[config.mk]
export PLATFORM = sky130hd
export DESIGN_NAME = soe_slave
export DESIGN_NICKNAME = d
export VERILOG_FILES = /design/src/rtl/soe_pkg.sv /design/src/rtl/soe_sync.sv /design/src/rtl/soe_slave.sv
export VERILOG_INCLUDE_DIRS = /design/src /design/src/rtl
export SDC_FILE = /design/constraint.sdc
export NUM_CORES = 1
export LEC_CHECK = 0
export BUFFER_PORTS_ARGS = -buffer_cell sky130_fd_sc_hd__buf_2
export CAP_MARGIN = 20
export CORE_MARGIN = 5
export CORE_UTILIZATION = 45
export CTS_CLUSTER_DIAMETER = 60
export DETAILED_ROUTE_END_ITERATION = 12
export MAX_ROUTING_LAYER = met4
export PLACE_DENSITY = 0.62
export SLEW_MARGIN = 5
export SYNTH_ARGS = -nofsm -noshare
export SYNTH_HDL_FRONTEND = slang
export SYNTH_SLANG_ARGS = --single-unit
[constraint.sdc]
create_clock -name i_core_clk -period 5.2 [get_ports i_core_clk]
set_input_delay 0.26 -clock i_core_clk [delete_from_list [all_inputs] [get_ports i_core_clk]]
set_output_delay 0.26 -clock i_core_clk [all_outputs]
set_load 0.1 [all_outputs]
[src/rtl/soe_regs.svh]
// Constants for the serial output-enable slave
`ifndef SOE_REGS_SVH
`define SOE_REGS_SVH

// ==========================================================================
// Slave address and byte positions
// ==========================================================================
`define SOE_ADDR_BYTE      8'hd2
`define SOE_IDX_W          3
`define SOE_IDX_ADDR       3'h0
`define SOE_IDX_CMD        3'h1
`define SOE_IDX_COUNT      3'h2
`define SOE_IDX_DATA0      3'h3
`define SOE_IDX_DATA1      3'h4
`define SOE_IDX_BEYOND     3'h5
`define SOE_IDX_ONE        3'h1
`define SOE_RW_MASK        8'h01

// ==========================================================================
// Byte framing
// ==========================================================================
`define SOE_BYTE_W         8
`define SOE_BYTE_MSB       7
`define SOE_BIT_CNT_W      4
`define SOE_BITS_PER_BYTE  4'h8
`define SOE_BIT_CNT_ZERO   4'h0
`define SOE_BIT_CNT_ONE    4'h1

// ==========================================================================
// Register reset values and field layout
// ==========================================================================
`define SOE_GROUP_A_RST    8'hff
`define SOE_GROUP_B_RST    8'hc0
`define SOE_GROUP_B_MASK   8'hc0
`define SOE_PAIRS          10
`define SOE_GROUP_A_PAIRS  8
`define SOE_COUNT_RST      8'h00

// ==========================================================================
// Timing
// ==========================================================================
`define SOE_SCL_MAX_KHZ    100
`define SOE_OVERSAMPLE_MIN 20
`define SOE_CORE_CLK_KHZ   250000

`endif

[src/rtl/soe_pkg.sv]
// Types shared by the serial output-enable slave
package soe_pkg;
  `include "soe_regs.svh"

  typedef enum logic [1:0] {
    SOE_IDLE,
    SOE_RECV,
    SOE_ACK,
    SOE_IGNORE
  } soe_state_e;

  typedef logic [`SOE_BYTE_W-1:0]    soe_byte_t;
  typedef logic [`SOE_IDX_W-1:0]     soe_idx_t;
  typedef logic [`SOE_BIT_CNT_W-1:0] soe_bitcnt_t;

  typedef struct packed {
    soe_state_e  state;
    soe_idx_t    byte_idx;
    soe_bitcnt_t bit_cnt;
    soe_byte_t   shift;
    logic        scl_q;
    logic        sda_q;
    logic        ack_drive;
    logic        addressed;
    soe_byte_t   group_a;
    soe_byte_t   group_b;
    soe_byte_t   byte_count;
    logic        wr_pulse;
  } soe_state_s;
endpackage : soe_pkg

[src/rtl/soe_sync.sv]
// Two-stage synchroniser for pin inputs
`timescale 1ns/1ns
module soe_sync #(
  parameter int unsigned         WIDTH     = 1,
  parameter logic [WIDTH-1:0]    RESET_VAL = '1
) (
  input  wire logic             i_core_clk,
  input  wire logic             i_reset_n,
  input  wire logic             i_clk_en,
  input  wire logic [WIDTH-1:0] i_async,
  output logic      [WIDTH-1:0] o_sync
);

  typedef struct packed {
    logic [WIDTH-1:0] stage1;
    logic [WIDTH-1:0] stage2;
  } soe_sync_s;

  soe_sync_s sync_reg;
  soe_sync_s sync_next;

  // ========================================================================
  // Parameter check
  // ========================================================================
  initial begin
    if (WIDTH < 1) begin
      $error("soe_sync: WIDTH must be at least one");
    end
  end

  // ========================================================================
  // Stages
  // ========================================================================
  always_comb begin
    sync_next        = sync_reg;
    sync_next.stage1 = i_async;
    sync_next.stage2 = sync_reg.stage1;
  end

  always_ff @(posedge i_core_clk) begin
    if (!i_reset_n) begin
      sync_reg.stage1 <= RESET_VAL;
      sync_reg.stage2 <= RESET_VAL;
    end else if (i_clk_en) begin
      sync_reg <= sync_next;
    end
  end

  assign o_sync = sync_reg.stage2;

endmodule // soe_sync

[src/rtl/soe_slave.sv]
// Two-wire write-only slave driving ten output pair enables
// How it works
// - Only first byte D2 hex (address plus write bit) is recognised.
// - Bytes run address, command, count, data 0, data 1 in order.
// - Command byte value is thrown away and changes nothing.
// - After reset every pair enable is high, pairs running.
// - Enable bit one runs the pair, zero sets it high impedance.
// - Data byte 0 bit 7 drives pair 0, down to bit 0 pair 7.
// - Data byte 1 bits 7,6 drive pairs 8,9; rest reserved, low.
// - Repeated start restarts address recognition like a fresh start.
// - While power down is low the data line stays released.
// - Standard-mode signalling, host clock at most 100 kHz.
`timescale 1ns/1ns
`include "soe_regs.svh"
module soe_slave
  import soe_pkg::*;
#(
  parameter int unsigned CORE_CLK_KHZ = `SOE_CORE_CLK_KHZ
) (
  input  wire logic                  i_core_clk,
  input  wire logic                  i_reset_n,
  input  wire logic                  i_clk_en,
  // Serial link pins
  input  wire logic                  i_serial_clock,
  input  wire logic                  i_serial_data_line_i,
  output logic                       o_serial_data_line_o,
  output logic                       o_serial_data_line_oe,
  input  wire logic                  i_power_down_n,
  // Output pair control
  output logic [`SOE_PAIRS-1:0]      o_output_pair_en,
  output logic [`SOE_BYTE_W-1:0]     o_output_enable_group_a,
  output logic [`SOE_BYTE_W-1:0]     o_output_enable_group_b,
  // Status
  output logic [`SOE_BYTE_W-1:0]     o_byte_count,
  output logic                       o_write_strobe,
  output logic                       o_busy
);

  // ========================================================================
  // Derived constants
  // ========================================================================
  localparam int unsigned min_core_khz  =
    `SOE_OVERSAMPLE_MIN * `SOE_SCL_MAX_KHZ;
  localparam int unsigned group_b_pairs = `SOE_PAIRS - `SOE_GROUP_A_PAIRS;

  // ========================================================================
  // Parameter check
  // ========================================================================
  // The line edges are found by oversampling, so the core must run
  // well above the fastest serial clock.
  initial begin
    if (CORE_CLK_KHZ < min_core_khz) begin
      $error("soe_slave: core clock too slow for the serial clock");
    end
    // Group b holds only as many pair bits as its mask keeps
    if (group_b_pairs != $countones(`SOE_GROUP_B_MASK)) begin
      $error("soe_slave: pair count does not fit the two groups");
    end
    // A full byte must be where the bit counter stops
    if (`SOE_BITS_PER_BYTE != `SOE_BYTE_W) begin
      $error("soe_slave: bit count and byte width disagree");
    end
    // Only writes are served, so the address must carry a write bit
    if ((`SOE_ADDR_BYTE & `SOE_RW_MASK) != '0) begin
      $error("soe_slave: slave address must select a write");
    end
    // Positions past data 1 must follow it in the byte order
    if (`SOE_IDX_BEYOND <= `SOE_IDX_DATA1) begin
      $error("soe_slave: byte positions out of order");
    end
  end

  // ========================================================================
  // Declarations
  // ========================================================================
  soe_state_s state_reg;
  soe_state_s state_next;

  logic [1:0] pins_sync;
  logic       scl_s;
  logic       sda_s;
  logic       pd_n_s;

  logic       scl_rise;
  logic       scl_fall;
  logic       start_seen;
  logic       stop_seen;
  logic       byte_full;

  // ========================================================================
  // Pin synchronisers
  // ========================================================================
  soe_sync #(
    .WIDTH     (2),
    .RESET_VAL (2'h3)
  ) u_line_sync (
    .i_core_clk (i_core_clk),
    .i_reset_n  (i_reset_n),
    .i_clk_en   (i_clk_en),
    .i_async    ({i_serial_clock, i_serial_data_line_i}),
    .o_sync     (pins_sync)
  );

  // Power down starts out asserted so a held-low pin is seen at once
  soe_sync #(
    .WIDTH     (1),
    .RESET_VAL (1'h0)
  ) u_pd_sync (
    .i_core_clk (i_core_clk),
    .i_reset_n  (i_reset_n),
    .i_clk_en   (i_clk_en),
    .i_async    (i_power_down_n),
    .o_sync     (pd_n_s)
  );

  assign scl_s = pins_sync[1];
  assign sda_s = pins_sync[0];

  // ========================================================================
  // Line event detection
  // ========================================================================
  // Data moving while the clock is high marks start or stop; a start
  // in mid-transfer is a repeated start and is treated the same.
  assign scl_rise   = scl_s & ~state_reg.scl_q;
  assign scl_fall   = ~scl_s & state_reg.scl_q;
  assign start_seen = state_reg.sda_q & ~sda_s & scl_s & state_reg.scl_q;
  assign stop_seen  = ~state_reg.sda_q & sda_s & scl_s & state_reg.scl_q;
  assign byte_full  = (state_reg.bit_cnt == `SOE_BITS_PER_BYTE);

  // ========================================================================
  // Next-state logic
  // ========================================================================
  always_comb begin
    state_next          = state_reg;
    state_next.scl_q    = scl_s;
    state_next.sda_q    = sda_s;
    state_next.wr_pulse = 1'b0;

    if (!pd_n_s) begin
      // Powered down: bus ignored, data line released
      state_next.state     = SOE_IDLE;
      state_next.ack_drive = 1'b0;
      state_next.addressed = 1'b0;
      state_next.byte_idx  = `SOE_IDX_ADDR;
      state_next.bit_cnt   = `SOE_BIT_CNT_ZERO;
    end else if (start_seen) begin
      // Fresh or repeated start, address expected next
      state_next.state     = SOE_RECV;
      state_next.shift     = `SOE_COUNT_RST;
      state_next.byte_idx  = `SOE_IDX_ADDR;
      state_next.bit_cnt   = `SOE_BIT_CNT_ZERO;
      state_next.ack_drive = 1'b0;
      state_next.addressed = 1'b0;
    end else if (stop_seen) begin
      state_next.state     = SOE_IDLE;
      state_next.ack_drive = 1'b0;
      state_next.addressed = 1'b0;
      state_next.byte_idx  = `SOE_IDX_ADDR;
      state_next.bit_cnt   = `SOE_BIT_CNT_ZERO;
    end else begin
      case (state_reg.state)
        SOE_IDLE: begin
          state_next.ack_drive = 1'b0;
          state_next.addressed = 1'b0;
        end

        SOE_RECV: begin
          if (scl_rise && !byte_full) begin
            // Sample the bit, most significant first
            state_next.shift   = {state_reg.shift[`SOE_BYTE_MSB-1:0],
                                  sda_s};
            state_next.bit_cnt = state_reg.bit_cnt + `SOE_BIT_CNT_ONE;
          end else if (scl_fall && byte_full) begin
            // Eighth bit complete, decide on the ninth clock
            state_next.state     = SOE_ACK;
            state_next.ack_drive = 1'b1;
            case (state_reg.byte_idx)
              `SOE_IDX_ADDR: begin
                if (state_reg.shift == `SOE_ADDR_BYTE) begin
                  state_next.addressed = 1'b1;
                end else begin
                  // Other address or read: stay silent
                  state_next.state     = SOE_IGNORE;
                  state_next.ack_drive = 1'b0;
                end
              end
              `SOE_IDX_CMD: begin
                // Command value dropped
                state_next.addressed = state_reg.addressed;
              end
              `SOE_IDX_COUNT: begin
                state_next.byte_count = state_reg.shift;
              end
              `SOE_IDX_DATA0: begin
                state_next.group_a  = state_reg.shift;
                state_next.wr_pulse = 1'b1;
              end
              `SOE_IDX_DATA1: begin
                // Reserved bits forced low
                state_next.group_b  = state_reg.shift
                                      & `SOE_GROUP_B_MASK;
                state_next.wr_pulse = 1'b1;
              end
              default: begin
                // Bytes past data 1 acknowledged, not stored
                state_next.addressed = state_reg.addressed;
              end
            endcase
          end
        end

        SOE_ACK: begin
          // Release at the end of the ninth clock
          if (scl_fall) begin
            state_next.state     = SOE_RECV;
            state_next.ack_drive = 1'b0;
            state_next.bit_cnt   = `SOE_BIT_CNT_ZERO;
            if (state_reg.byte_idx != `SOE_IDX_BEYOND) begin
              // Strictly sequential register order
              state_next.byte_idx = state_reg.byte_idx + `SOE_IDX_ONE;
            end
          end
        end

        SOE_IGNORE: begin
          // Waits for the next start or stop
          state_next.ack_drive = 1'b0;
        end

        default: begin
          state_next.state     = SOE_IDLE;
          state_next.ack_drive = 1'b0;
        end
      endcase
    end
  end

  // ========================================================================
  // State register
  // ========================================================================
  always_ff @(posedge i_core_clk) begin
    if (!i_reset_n) begin
      state_reg.state      <= SOE_IDLE;
      state_reg.byte_idx   <= `SOE_IDX_ADDR;
      state_reg.bit_cnt    <= `SOE_BIT_CNT_ZERO;
      state_reg.shift      <= `SOE_COUNT_RST;
      state_reg.scl_q      <= 1'b1;
      state_reg.sda_q      <= 1'b1;
      state_reg.ack_drive  <= 1'b0;
      state_reg.addressed  <= 1'b0;
      state_reg.group_a    <= `SOE_GROUP_A_RST;
      state_reg.group_b    <= `SOE_GROUP_B_RST;
      state_reg.byte_count <= `SOE_COUNT_RST;
      state_reg.wr_pulse   <= 1'b0;
    end else if (i_clk_en) begin
      state_reg <= state_next;
    end
  end

  // ========================================================================
  // Serial data line
  // ========================================================================
  // Open drain: only ever pulls low, enable gated by power down
  assign o_serial_data_line_o  = 1'b0;
  assign o_serial_data_line_oe = state_reg.ack_drive & pd_n_s;

  // ========================================================================
  // Output pair enables
  // ========================================================================
  genvar g;
  generate
    for (g = 0; g < `SOE_PAIRS; g = g + 1) begin : g_pair
      if (g < `SOE_GROUP_A_PAIRS) begin : g_grp_a
        // Bit 7 to pair 0 downward
        assign o_output_pair_en[g] = state_reg.group_a[`SOE_BYTE_MSB-g];
      end else begin : g_grp_b
        // Bit 7 to pair 8, bit 6 to pair 9
        assign o_output_pair_en[g] =
          state_reg.group_b[`SOE_BYTE_MSB-(g-`SOE_GROUP_A_PAIRS)];
      end
    end
  endgenerate

  // ========================================================================
  // Register outputs
  // ========================================================================
  assign o_output_enable_group_a = state_reg.group_a;
  assign o_output_enable_group_b = state_reg.group_b;
  assign o_byte_count            = state_reg.byte_count;

  // ========================================================================
  // Status outputs
  // ========================================================================
  // Strobe marks one stored data byte for a single cycle
  assign o_write_strobe          = state_reg.wr_pulse;
  // Busy from address acknowledge until stop, start or power down
  assign o_busy                  = state_reg.addressed;

endmodule // soe_slave

# Word level (Yosys, flattened, before mapping)
# Cells that the tools add are included.
classes:
  add_sub_neg: 2
  n_eq_ne: 21
  n_mux: 35
  n_bitwise: 16
  n_reduce_logical: 18
ops:
  columns: ["cell", "count"]
  rows:
  - ["$mux W27", 2]
  - ["$mux W8", 5]
  - ["$ne A5 B5 Y1 const B", 8]
  - ["$mux W9", 3]
  - ["$reduce_and A8 Y1", 3]
  - ["$mux W17", 1]
  - ["$mux W1", 12]
  - ["$mux W12", 1]
  - ["$ne A4 B4 Y1 const B", 3]
  - ["$reduce_and A4 Y1", 3]
  - ["$mux W2", 5]
  - ["$reduce_and A5 Y1", 2]
  - ["$and A1 B1 Y1", 9]
  - ["$eq A8 B8 Y1 const B", 1]
  - ["$pmux W4 S2", 1]
  - ["$not A1 Y1", 7]
  - ["$eq A3 B2 Y1 const B", 2]
  - ["$mux W3", 2]
  - ["$reduce_and A6 Y1", 1]
  - ["$add A4 B1 Y4 const B", 1]
  - ["$eq A2 B2 Y1 const B", 2]
  - ["$eq A4 B4 Y1 const B", 1]
  - ["$pmux W2 S2", 1]
  - ["$reduce_bool A2 Y1", 2]
  - ["12 further kinds", 14]
word_totals:
  register_bits: 46
  input_bits: 6
  output_inout_bits: 38
  elab_cells: 108

# Depth between registers and ports, before layout
# Gate-level depths: netlist of run 1.
logic_depth:
  word_depth: 9
  depth_mapped: 8
  mapped_depth_nobuf: 6

# By module
# A second synthesis of run 1 with hierarchy kept.
hier_totals:
  hier_cells: 278
  area_unflattened_um2: 2585.0
modules_own_cells:
  columns: ["module", "n_inst", "cells_per_inst", "area_per_inst_um2", "seq_area_each_um2"]
  rows:
  - ["soe_slave", 1, 259, 2372.3, 800.8]
  - ["soe_sync at u_line_sync", 1, 13, 140.1, 80.1]
  - ["soe_sync at u_pd_sync", 1, 6, 72.6, 40.0]

# Worst setup path before layout of run 1
# OpenSTA, ideal clock, no wires.
synth_timing:
  path_kind: "reg2out"
  from: "register u_pd_sync.sync_reg (netlist bit u_pd_sync.o_sync)"
  to: "output port o_serial_data_line_oe"
  arrival_time_ns: 1.741
  required_time_ns: 4.940
  path_slack_ns: 3.199
  path_stages_with_launch: 3
  path_buffers: 0
  cell_sequence: "dfxtp_1 -> inv_1 -> nor2_1"
synth_via:
  elab_chain_len: 1
synth_lines:
  columns: ["element", "line", "text"]
  rows:
  - ["from (decl)", "soe_sync.sv:19", "soe_sync_s sync_reg;"]
  - ["from (signal assigned)", "soe_sync.sv:45", "sync_reg <= sync_next;"]
  - ["$and A1 B1 Y1", "soe_slave.sv:265", "assign o_serial_data_line_oe = state_reg.ack_drive & pd_n_s;"]
  - ["to (decl)", "soe_slave.sv:27", "output logic o_serial_data_line_oe,"]
# Every way passes these cells.

# Worst setup path in the final report of run 1
layout_timing:
  from: "register state_reg[37] (netlist name)"
  to: "register state_reg[30] (netlist name)"
layout_via:
  elab_chain_len: 5
layout_lines:
  columns: ["element", "line", "text"]
  rows:
  - ["from (decl)", "soe_slave.sv:76", "soe_state_s state_reg;"]
  - ["from (signal assigned)", "soe_slave.sv:256", "state_reg <= state_next;"]
  - ["$eq A4 B4 Y1 (no line)", null, null]
  - ["$logic_not A1 Y1", "soe_slave.sv:168", "if (scl_rise && !byte_full) begin"]
  - ["$logic_and A1 B1 Y1", "soe_slave.sv:168", null]
  - ["$reduce_bool A2 Y1 (no line)", null, null]
  - ["$reduce_and A5 Y1 (no line)", null, null]
# Every way passes these cells.
# A chain may end at the register's enable or synchronous reset.

==> qor.yml, run 1 <==
routing:
  vias: 1959
  drt.antenna.violating_nets: 0
  drtIter0Drc: 144
  wl_um: 4974
  viasPerCell: 5.280
  wl_per_cell_um: 13.41
  route.detailed.drc: 0
  firstDrtPassIters: 4
power:
  total_power_uw: 618.1
  max-vdd-ir-drop_mv: 0.1795
  power_density_nw_per_um2: 235.0
  p_leak_nw: 1.058
clock_network:
  clockBufferDepth: 2
  postCtsHoldBufs: 0
  cts_setup_buffers: 0
  cts_root_buf: "clkbuf_8"
  path_clk_slew_ns: 0.08
  htree_levels: 2
  cts_tree: "yes"
  cts.sinks: 46
  cts_resized: 0
  cts_made_buffers: 5
  clk_latency_ns: 0.29
final_layout:
  synthToLayoutAreaGrowth_pct: 1.448
  num-nets-final: 315
  layout-drive-gt1-share_pct: 16.39
  diodes: 0
  largest_register_ffs: 20
synth:
  avgSynthCellArea_um2: 8.758
  synth_xor_area_share_pct: 0.3378
  ys_top_cells_by_count: "dfxtp_1 (46), mux2i_1 (36), buf_4 (35), nand2_1 (35), nor2_1 (25)"
  syn-instance-count: 296
  synth_top_area_share_pct: 35.52
  yosysMostFrequentCell: "dfxtp_1"
  synth-compound-area-share_pct: 9.701
  synthMuxAreaShare_pct: 14.33
  synthAdderAreaFrac_pct: 4.826
  synth_top_family_by_area: "simple AND/OR/NAND/NOR gates"
  synthDistinctLibCells: 48
  ys_async_sr_fraction_pct: 0
  synth_area_leaders: "dfxtp_1 (36%), mux2i_1 (14%), buf_4 (10%)"
  yosysWarnings: 0
  synth-simple-area-share_pct: 19.74
  ys_seq_area_share_pct: 35.52
  synth_top_flop_cell: "dfxtp_1"
  synth_area_um2: 2592
  synth_top_area_cell: "dfxtp_1"
  yosys_register_bits: 46
  synth-edff-count: 0
global_routing:
  antenna_found_initial: 0
  grt_pass1_wl_um: 8073
  grt_pass1_vias: 1659
  gr-total-overflow: 0
  grt_usage_pct: 13.91
  grt_max_degree: 42
sta:
  relSlewSlack_pct: 42.12
  setup_tns_ns: 0
  final.min_clock_period_ns: 2.084
  tightest_slew_ns: 0.8666
  slew_viol_final: 0
  hold_viol_final: 0
  clock_skew_ns: 0.003278
  rsz0062_at_grt: "false"
  fin_crit_sh_pct: 40.08
  fmax_ghz: 0.4798
  setup_viol: 0
placed_design:
  place_hpwl_um: 3577
  portBuffers: 36
  place_congestion: 0.8401
flow_run:
  max_cap_violations: 0
floorplan:
  ioPinCount: 44
  die_x_um: 85.90
  die_h_um: 85.90
  initial_core_util_pct: 46.79
  core_um2: 5540
  row_count: 27
  dieArea_um2: 7379
critical_path:
  arrival_ns: 2.31
  worst_setup_path_start_kind: "flip-flop"
  startpoint: "state_reg[37]"
  endpoint_kind: "flip-flop"
  critPathMaxFanout: 8
  reg2reg_from: "state_reg[37]"
  crit_type: "flip-flop to flip-flop"
  required_ns: 5.42
min_path:
  hold_path.class: "input pin to flip-flop"
  hold_start: "i_serial_clock"
outcome:
  status: "finished, final reports clean"
## critical path: stages (launching register included)
cell      delay (ns)
dfxtp_1         0.36
inv_1           0.08
ha_1            0.23
nand3b_1        0.17
nand3_1         0.13
a211oi_2        0.78
mux2i_1         0.27
## layout make-up
type	count	area (µm²)
fill	567	2910
inverter	15	56.30
timing repair buffer	38	191.4
multi-input combinational	193	1295
clock buffer	7	76.32
sequential	46	920.9
tap	72	90.09
## placed cells by master, fill, tap and decap left out, types with 3 or more instances in the layout
| cell | Yosys | routed |
|---|---|---|
| a21oi_1 | 7 | 7 |
| a221oi_1 | 3 | 3 |
| a31oi_1 | 5 | 5 |
| buf_2 | 1 | 36 |
| clkbuf_1 | 7 | 3 |
| clkbuf_8 | 0 | 5 |
| conb_1 | 1 | 7 |
| dfxtp_1 | 46 | 46 |
| ha_1 | 10 | 10 |
| inv_1 | 14 | 14 |
| mux2i_1 | 36 | 36 |
| nand2_1 | 35 | 35 |
| nand2b_1 | 4 | 4 |
| nand3_1 | 14 | 14 |
| nand4_1 | 5 | 5 |
| nor2_1 | 25 | 25 |
| nor2b_1 | 5 | 5 |
| o21ai_0 | 5 | 5 |
## routing by layer
| layer | GRT usage [%] | share of wire [%] |
|---|---|---|
| met5 | - | 0 |
| met4 | 3.885 | 0.86 |
| met3 | 2.978 | 6.1 |
| met2 | 18.92 | 43 |
| met1 | 20.49 | 50 |
## where the power goes
group / internal (mW) / switching [mW]
combinational: 0.0122 / 0.0451
clock: 0.0927 / 0.110
sequential: 0.355 / 0.00308
total: 0.460 / 0.158
## path summary, 6_finish.rpt
path,to,slack (ns),cells after the start
min,u_line_sync.sync_next[1],0.18,3
max,state_reg[30],3.12,6
min reg2reg,o_byte_count[6],0.46,2
max reg2reg,state_reg[30],3.12,6
## through the flow
step	hold WS (ns)	util [%]	cells	cell area (µm²)	setup WS (ns)
2_1_floorplan	0.3884	-	302	2615	3.199
3_3_place_gp	0.4459	46.03	363	2550	2.821
3_5_place_dp	0.4480	46.03	363	2550	2.854
4_1_cts	0.1764	47.40	370	2626	3.117
5_1_grt	0.1838	47.47	371	2630	2.968
6_report	0.1828	47.47	371	2630	3.116
## logic make-up (layout without fill, tap and decap cells)
family	after synthesis	in the layout
XOR/XNOR	1	1
flip-flops	46	46
adder cells (fa/ha/maj)	10	10
AO/OA/AOI/OAI	36	36
buffers and inverters	63	60
AND/OR/NAND/NOR	102	102
multiplexers	37	37
other	1	7
Note: power is estimated with default switching activity, not from simulation.
==> run 2: changes to the inputs <==
PLACE_DENSITY = 0.65   (was 0.62)
clock period = 1.8 ns   (was 5.2 ns; I/O delays follow)
==> run 2 against run 1 <==
Net effect:
- non-clock buffer count rose by 31
- sequential cell count is the same
- combinational power grew to 3.3 times the previous value
- via count grew 4.4%
- critical path depth fell by 2
- critical endpoint is now state_reg[44]
- largest cell class unchanged
==> qor.yml, run 2 (synthesis results as in run 1) <==
clock_network:
  cts.sinks: 46  # unchanged
  path_clk_slew_ns: 0.09  # was 0.08 ns
  clk_latency_ns: 0.31  # was 0.29 ns
  cts_root_buf: "clkbuf_8"  # unchanged
  clockBufferDepth: 2  # unchanged
  htree_levels: 2  # unchanged
  cts_tree: "yes"  # unchanged
  cts_made_buffers: 5  # unchanged
final_layout:
  instances_no_fill: 403  # was 371
  largest_register_ffs: 20  # unchanged
  final_cell_mix: "dfxtp_1 (43), mux2i_1 (36), buf_2 (36)"  # was dfxtp_1 (46), mux2i_1 (36), buf_2 (36)
  diodes: 0  # unchanged
  final_common_cell: "dfxtp_1"  # unchanged
  layout-drive-gt1-share_pct: 28.10  # was 16.39%
  num-nets-final: 346  # was 315
  finalInstanceArea_um2: 2965  # was 2630 µm²
  num-fill-cells: 513  # was 567
  synthToLayoutAreaGrowth_pct: 14.38  # was 1.448%
min_path:
  hold_path.class: "input pin to flip-flop"  # unchanged
global_routing:
  grt_pass1_wl_um: 8880  # was 8073 µm
  grt_usage_pct: 15.34  # was 13.91%
  antenna_found_initial: 0  # unchanged
  gr-total-overflow: 0  # unchanged
  grt_max_degree: 29  # was 42
  grt_pass1_vias: 1880  # was 1,659
routing:
  vias: 2045  # was 1,959
  wl_per_cell_um: 13.11  # was 13.41 µm
  drtIter0Drc: 109  # was 144
  drt.antenna.violating_nets: 0  # unchanged
  viasPerCell: 5.074  # was 5.280
  wl_um: 5282  # was 4974 µm
  route.detailed.drc: 0  # unchanged
  firstDrtPassIters: 4  # unchanged
sta:
  final.min_clock_period_ns: 1.728  # was 2.084 ns
  clock_skew_ns: 0.007724  # was 0.003278 ns
  fin_crit_sh_pct: 96.01  # was 40.08%
  slew_viol_final: 0  # unchanged
  setup_viol: 0  # unchanged
  setup_tns_ns: 0  # unchanged
  hold_viol_final: 0  # unchanged
  rsz0062_at_grt: "true"  # was false
  fmax_ghz: 0.5786  # was 0.4798 GHz
critical_path:
  critPathMaxFanout: 3  # was 8
  worst_setup_path_start_kind: "flip-flop"  # unchanged
  path_buf_inv: 0  # was 1
  endpoint_kind: "flip-flop"  # unchanged
  required_ns: 2.00  # was 5.42 ns
  arrival_ns: 1.93  # was 2.31 ns
  cp_slowest_stage_delay_ns: 0.41  # was 0.78 ns
  cp_top_family: "compound AO/OA/AOI/OAI gates"  # unchanged
  critPathSlowestCell: "nor4bb_1"  # was a211oi_2
  worstPathCellList: "nor4bb_1 -> a211oi_1 -> o311a_1 -> mux2_2"  # was inv_1 -> ha_1 -> nand3b_1 -> nand3_1 -> a211oi_2 -> mux2i_1
  crit_type: "flip-flop to flip-flop"  # unchanged
power:
  power_density_nw_per_um2: 677.8  # was 235.0 nW/µm²
  total_power_mw: 2.010  # was 618.1 µW
  max-vdd-ir-drop_mv: 0.3382  # was 0.1795 mV
  p_leak_nw: 1.249  # was 1.058 nW
floorplan:
  initial_core_util_pct: 46.79  # unchanged
  row_count: 27  # unchanged
  die_x_um: 85.90  # unchanged
  core_um2: 5540  # unchanged
  ioPinCount: 44  # unchanged
  die_h_um: 85.90  # unchanged
  dieArea_um2: 7379  # unchanged
placed_design:
  placedCellCount: 389  # was 363
  place_hpwl_um: 3775  # was 3577 µm
  place_congestion: 0.8251  # was 0.8401
  portBuffers: 36  # unchanged
  place_area_um2: 2748  # was 2550 µm²
flow_run:
  max_cap_violations: 0  # unchanged
outcome:
  status: "finished, final reports clean"  # unchanged
## run 2: worst min-delay path, stage by stage
cell and delay [ns]:
buf_2 0.07, mux2i_1 0.05, nor2_1 0.07
## run 2: metal layers
metal	up-vias	track usage, %	share of wire (%)
met5	-	-	0
met4	0	5.612	1.7
met3	7	2.882	4.8
met2	52	22.99	44
met1	943	20.52	50
li1	1043	-	-
## run 2: final timing paths
check	slack, ns	to	cells past startpoint	from
setup / recovery	0.07	state_reg[44]	4	state_reg[36]
hold / removal	0.02	u_pd_sync.sync_next[0]	3	i_power_down_n
setup reg to reg	0.07	state_reg[44]	4	state_reg[36]
hold reg to reg	0.46	o_byte_count[4]	2	o_byte_count[4]
## run 2: final cells by class
type | instances | area (µm²) | area share [%]
clock buffer | 5 | 68.82 | 2.321
tap | 72 | 90.09 | 3.038
clock inverter | 3 | 43.79 | 1.477
sequential | 46 | 924.6 | 31.18
inverter | 15 | 56.30 | 1.899
timing repair buffer | 69 | 449.2 | 15.15
multi-input combinational | 193 | 1333 | 44.94
## run 2: metrics by stage
step / setup slack (ns) / hold WS [ns] / utilization [%]
2_1_floorplan: 0.01348 / 0.2184 / -
3_3_place_gp: 0.02872 / 0.3076 / 49.59
3_5_place_dp: 0.0009824 / 0.3094 / 49.59
4_1_cts: 0.03106 / 0.007407 / 52.53
5_1_grt: -0.06971 / 0.06098 / 53.52
6_report: 0.07182 / 0.01642 / 53.52
## run 2: where the power goes
group / internal (mW) / switching, mW / total, mW
Sequential: 1.03 / 0.00839 / 1.03
Combinational: 0.0515 / 0.137 / 0.189
Clock: 0.416 / 0.371 / 0.787
## run 2: what timing repair did
action,CTS,global route
setup endpoints to repair,9,24
hold buffers,2,0
endpoints found under the hold margin,2,0
pin swaps,1,1
resized for setup,1,12
setup buffers,2,2
==> run 3: changes to the inputs <==
CTS_BUF_LIST = sky130_fd_sc_hd__clkbuf_16   (was not set)
SETUP_SLACK_MARGIN = 0.05   (was not set)
==> run 3 against run 2 <==
Net effect:
- sequential share of layout area shrank 1.2 points
- via count grew 1.4%
- cell count is the same
- total power grew 14%
- fmax is essentially flat
- combinational power grew 3%
- sequential power is essentially flat
- worst hold slack lost 0.0049 ns
- non-clock buffer count is the same
- global-route usage grew 0.38 points
- worst setup slack is essentially flat
- critical path type unchanged
- critical endpoint is now o_byte_count[0]
- largest power group is now clock
==> qor.yml, run 3 (synthesis results as in run 1) <==
outcome:
  status: "finished, final reports clean"  # unchanged
critical_path:
  worst_setup_path_start_kind: "flip-flop"  # unchanged
  endpoint_kind: "flip-flop"  # unchanged
  reg2reg_from: "state_reg[37]"  # was state_reg[36]
  required_ns: 1.98  # was 2.00 ns
  arrival_ns: 1.90  # was 1.93 ns
  crit_type: "flip-flop to flip-flop"  # unchanged
  critPathMaxFanout: 8  # was 3
  ff2ff_setup_slack_ns: 0.07  # about the same
  r2r_cells: 6  # was 4
  r2r_end: "o_byte_count[0]"  # was state_reg[44]
floorplan:
  initial_core_util_pct: 46.79  # unchanged
  core_um2: 5540  # unchanged
  die_x_um: 85.90  # unchanged
  dieArea_um2: 7379  # unchanged
  die_h_um: 85.90  # unchanged
  row_count: 27  # unchanged
  ioPinCount: 44  # unchanged
placed_design:
  place_area_um2: 2740  # was 2748 µm²
  placedCellCount: 388  # was 389
  place_congestion: 0.8124  # was 0.8251
  portBuffers: 36  # unchanged
  place_hpwl_um: 3905  # was 3775 µm
clock_network:
  postCtsHoldBufs: 0  # was 2
  htree_levels: 2  # unchanged
  clockBufferDepth: 2  # unchanged
  clk_latency_ns: 0.29  # was 0.31 ns
  cts_root_buf: "clkbuf_16"  # was clkbuf_8
  cts_made_buffers: 5  # unchanged
  cts_tree: "yes"  # unchanged
  cts.sinks: 46  # unchanged
  path_clk_slew_ns: 0.06  # was 0.09 ns
min_path:
  hold_end: "u_line_sync.sync_next[0]"  # was u_pd_sync.sync_next[0]
  hold_start: "i_serial_data_line_i"  # was i_power_down_n
  hold_depth: 3  # unchanged
  hold_path.class: "input pin to flip-flop"  # unchanged
global_routing:
  antenna_found_initial: 0  # unchanged
  grt_max_degree: 40  # was 29
  grt_pass1_vias: 1928  # was 1,880
  grt_pass1_wl_um: 9114  # was 8880 µm
  grt_usage_pct: 15.72  # was 15.34%
  gr-total-overflow: 0  # unchanged
final_layout:
  num-nets-final: 346  # unchanged
  finalInstanceArea_um2: 3110  # was 2965 µm²
  diodes: 0  # unchanged
  instances_no_fill: 403  # unchanged
  final_common_cell: "dfxtp_1"  # unchanged
  final_cell_mix: "dfxtp_1 (38), mux2i_1 (36), buf_2 (36)"  # was dfxtp_1 (43), mux2i_1 (36), buf_2 (36)
  largest_register_ffs: 20  # unchanged
  synthToLayoutAreaGrowth_pct: 19.98  # was 14.38%
  layout-drive-gt1-share_pct: 33.23  # was 28.10%
sta:
  rsz0062_at_grt: "true"  # unchanged
  hold_viol_final: 0  # unchanged
  final.min_clock_period_ns: 1.728  # about the same
  slew_viol_final: 0  # unchanged
  fin_crit_sh_pct: 96.00  # was 96.01%
  setup_tns_ns: 0  # unchanged
  fmax_ghz: 0.5787  # was 0.5786 GHz
  setup_viol: 0  # unchanged
  clock_skew_ns: 0.005583  # was 0.007724 ns
power:
  p_leak_nw: 1.282  # was 1.249 nW
  power_density_nw_per_um2: 739.8  # was 677.8 nW/µm²
  max-vdd-ir-drop_mv: 0.4172  # was 0.3382 mV
routing:
  wl_per_cell_um: 14.13  # was 13.11 µm
  drt.antenna.violating_nets: 0  # unchanged
  drtIter0Drc: 102  # was 109
  firstDrtPassIters: 4  # unchanged
  viasPerCell: 5.146  # was 5.074
  vias: 2074  # was 2,045
  route.detailed.drc: 0  # unchanged
  wl_um: 5696  # was 5282 µm
flow_run:
  max_cap_violations: 0  # unchanged
[run 3: changes by cell type in the layout (fill, tap and decap cells not counted), moves of 4 or more]
cell       delta
clkbuf_8      -5
ha_1          -4
dfxtp_2       +4
clkbuf_16     +5
dfxtp_1       -5
[run 3: critical path: stages (launching register included)]
cell and delay (ns):
dfxtp_2 0.33, inv_2 0.08, ha_4 0.13, and3b_2 0.20, nand4_1 0.14, or4_4 0.57, mux2i_1 0.16
[run 3: how the worst max path moves through the flow]
stage | from | to | cells after the start
after floorplan | state_reg[28] | o_byte_count[0] | 8
after global placement | state_reg[45] | state_reg[45] | 6
after detailed placement | state_reg[37] | o_output_enable_group_a[4] | 7
after CTS | state_reg[44] | state_reg[45] | 6
after global routing | state_reg[37] | o_byte_count[7] | 6
final | state_reg[37] | o_byte_count[0] | 6
[run 3: metrics by stage]
stage / setup WS (ns) / hold WS (ns) / util, % / power (mW)
final: 0.07193 / 0.01155 / 56.14 / 2.301
after global routing: 0.004907 / 0.006304 / 56.14 / 2.369
after CTS: 0.02678 / 0.009263 / 53.16 / 2.309
after detailed placement: -0.01471 / 0.3086 / 49.46 / 1.240
after global placement: 0.003109 / 0.3068 / 49.46 / 1.237
after floorplan: 0.01348 / 0.2184 / - / 1.215
[run 3: area by class of cell]
type	count	area [µm²]
fillers	531	2430
repair buffers	69	447.9
flip-flops and latches	46	933.4
multi-input cells	193	1414
well taps	72	90.09
inverters	15	56.30
clock inverters	3	43.79
clock buffers	5	125.1
[run 3: where the power goes]
group / total, mW / internal [mW] / switching (mW)
registers: 1.04 / 1.03 / 0.00954
logic: 0.194 / 0.0518 / 0.142
clock network: 1.07 / 0.658 / 0.414
total: 2.30 / 1.74 / 0.566
[run 3: timing repair]
item | 4_1_cts | 5_1_grt
setup endpoints to repair | 17 | 34
cloned | 0 | 0
pin swaps | 1 | 6
buffers inserted | 1 | 6
gates resized for setup | 5 | 30
[run 3: metal layers]
metal	GRT usage, %	vias up	wire [µm]	share of wire [%]
met5	-	-	0	0
met4	5.612	0	76	1.3
met3	3.170	6	359	6.3
met2	22.99	57	2602	46
met1	21.42	970	2659	47
li1	-	1041	-	-
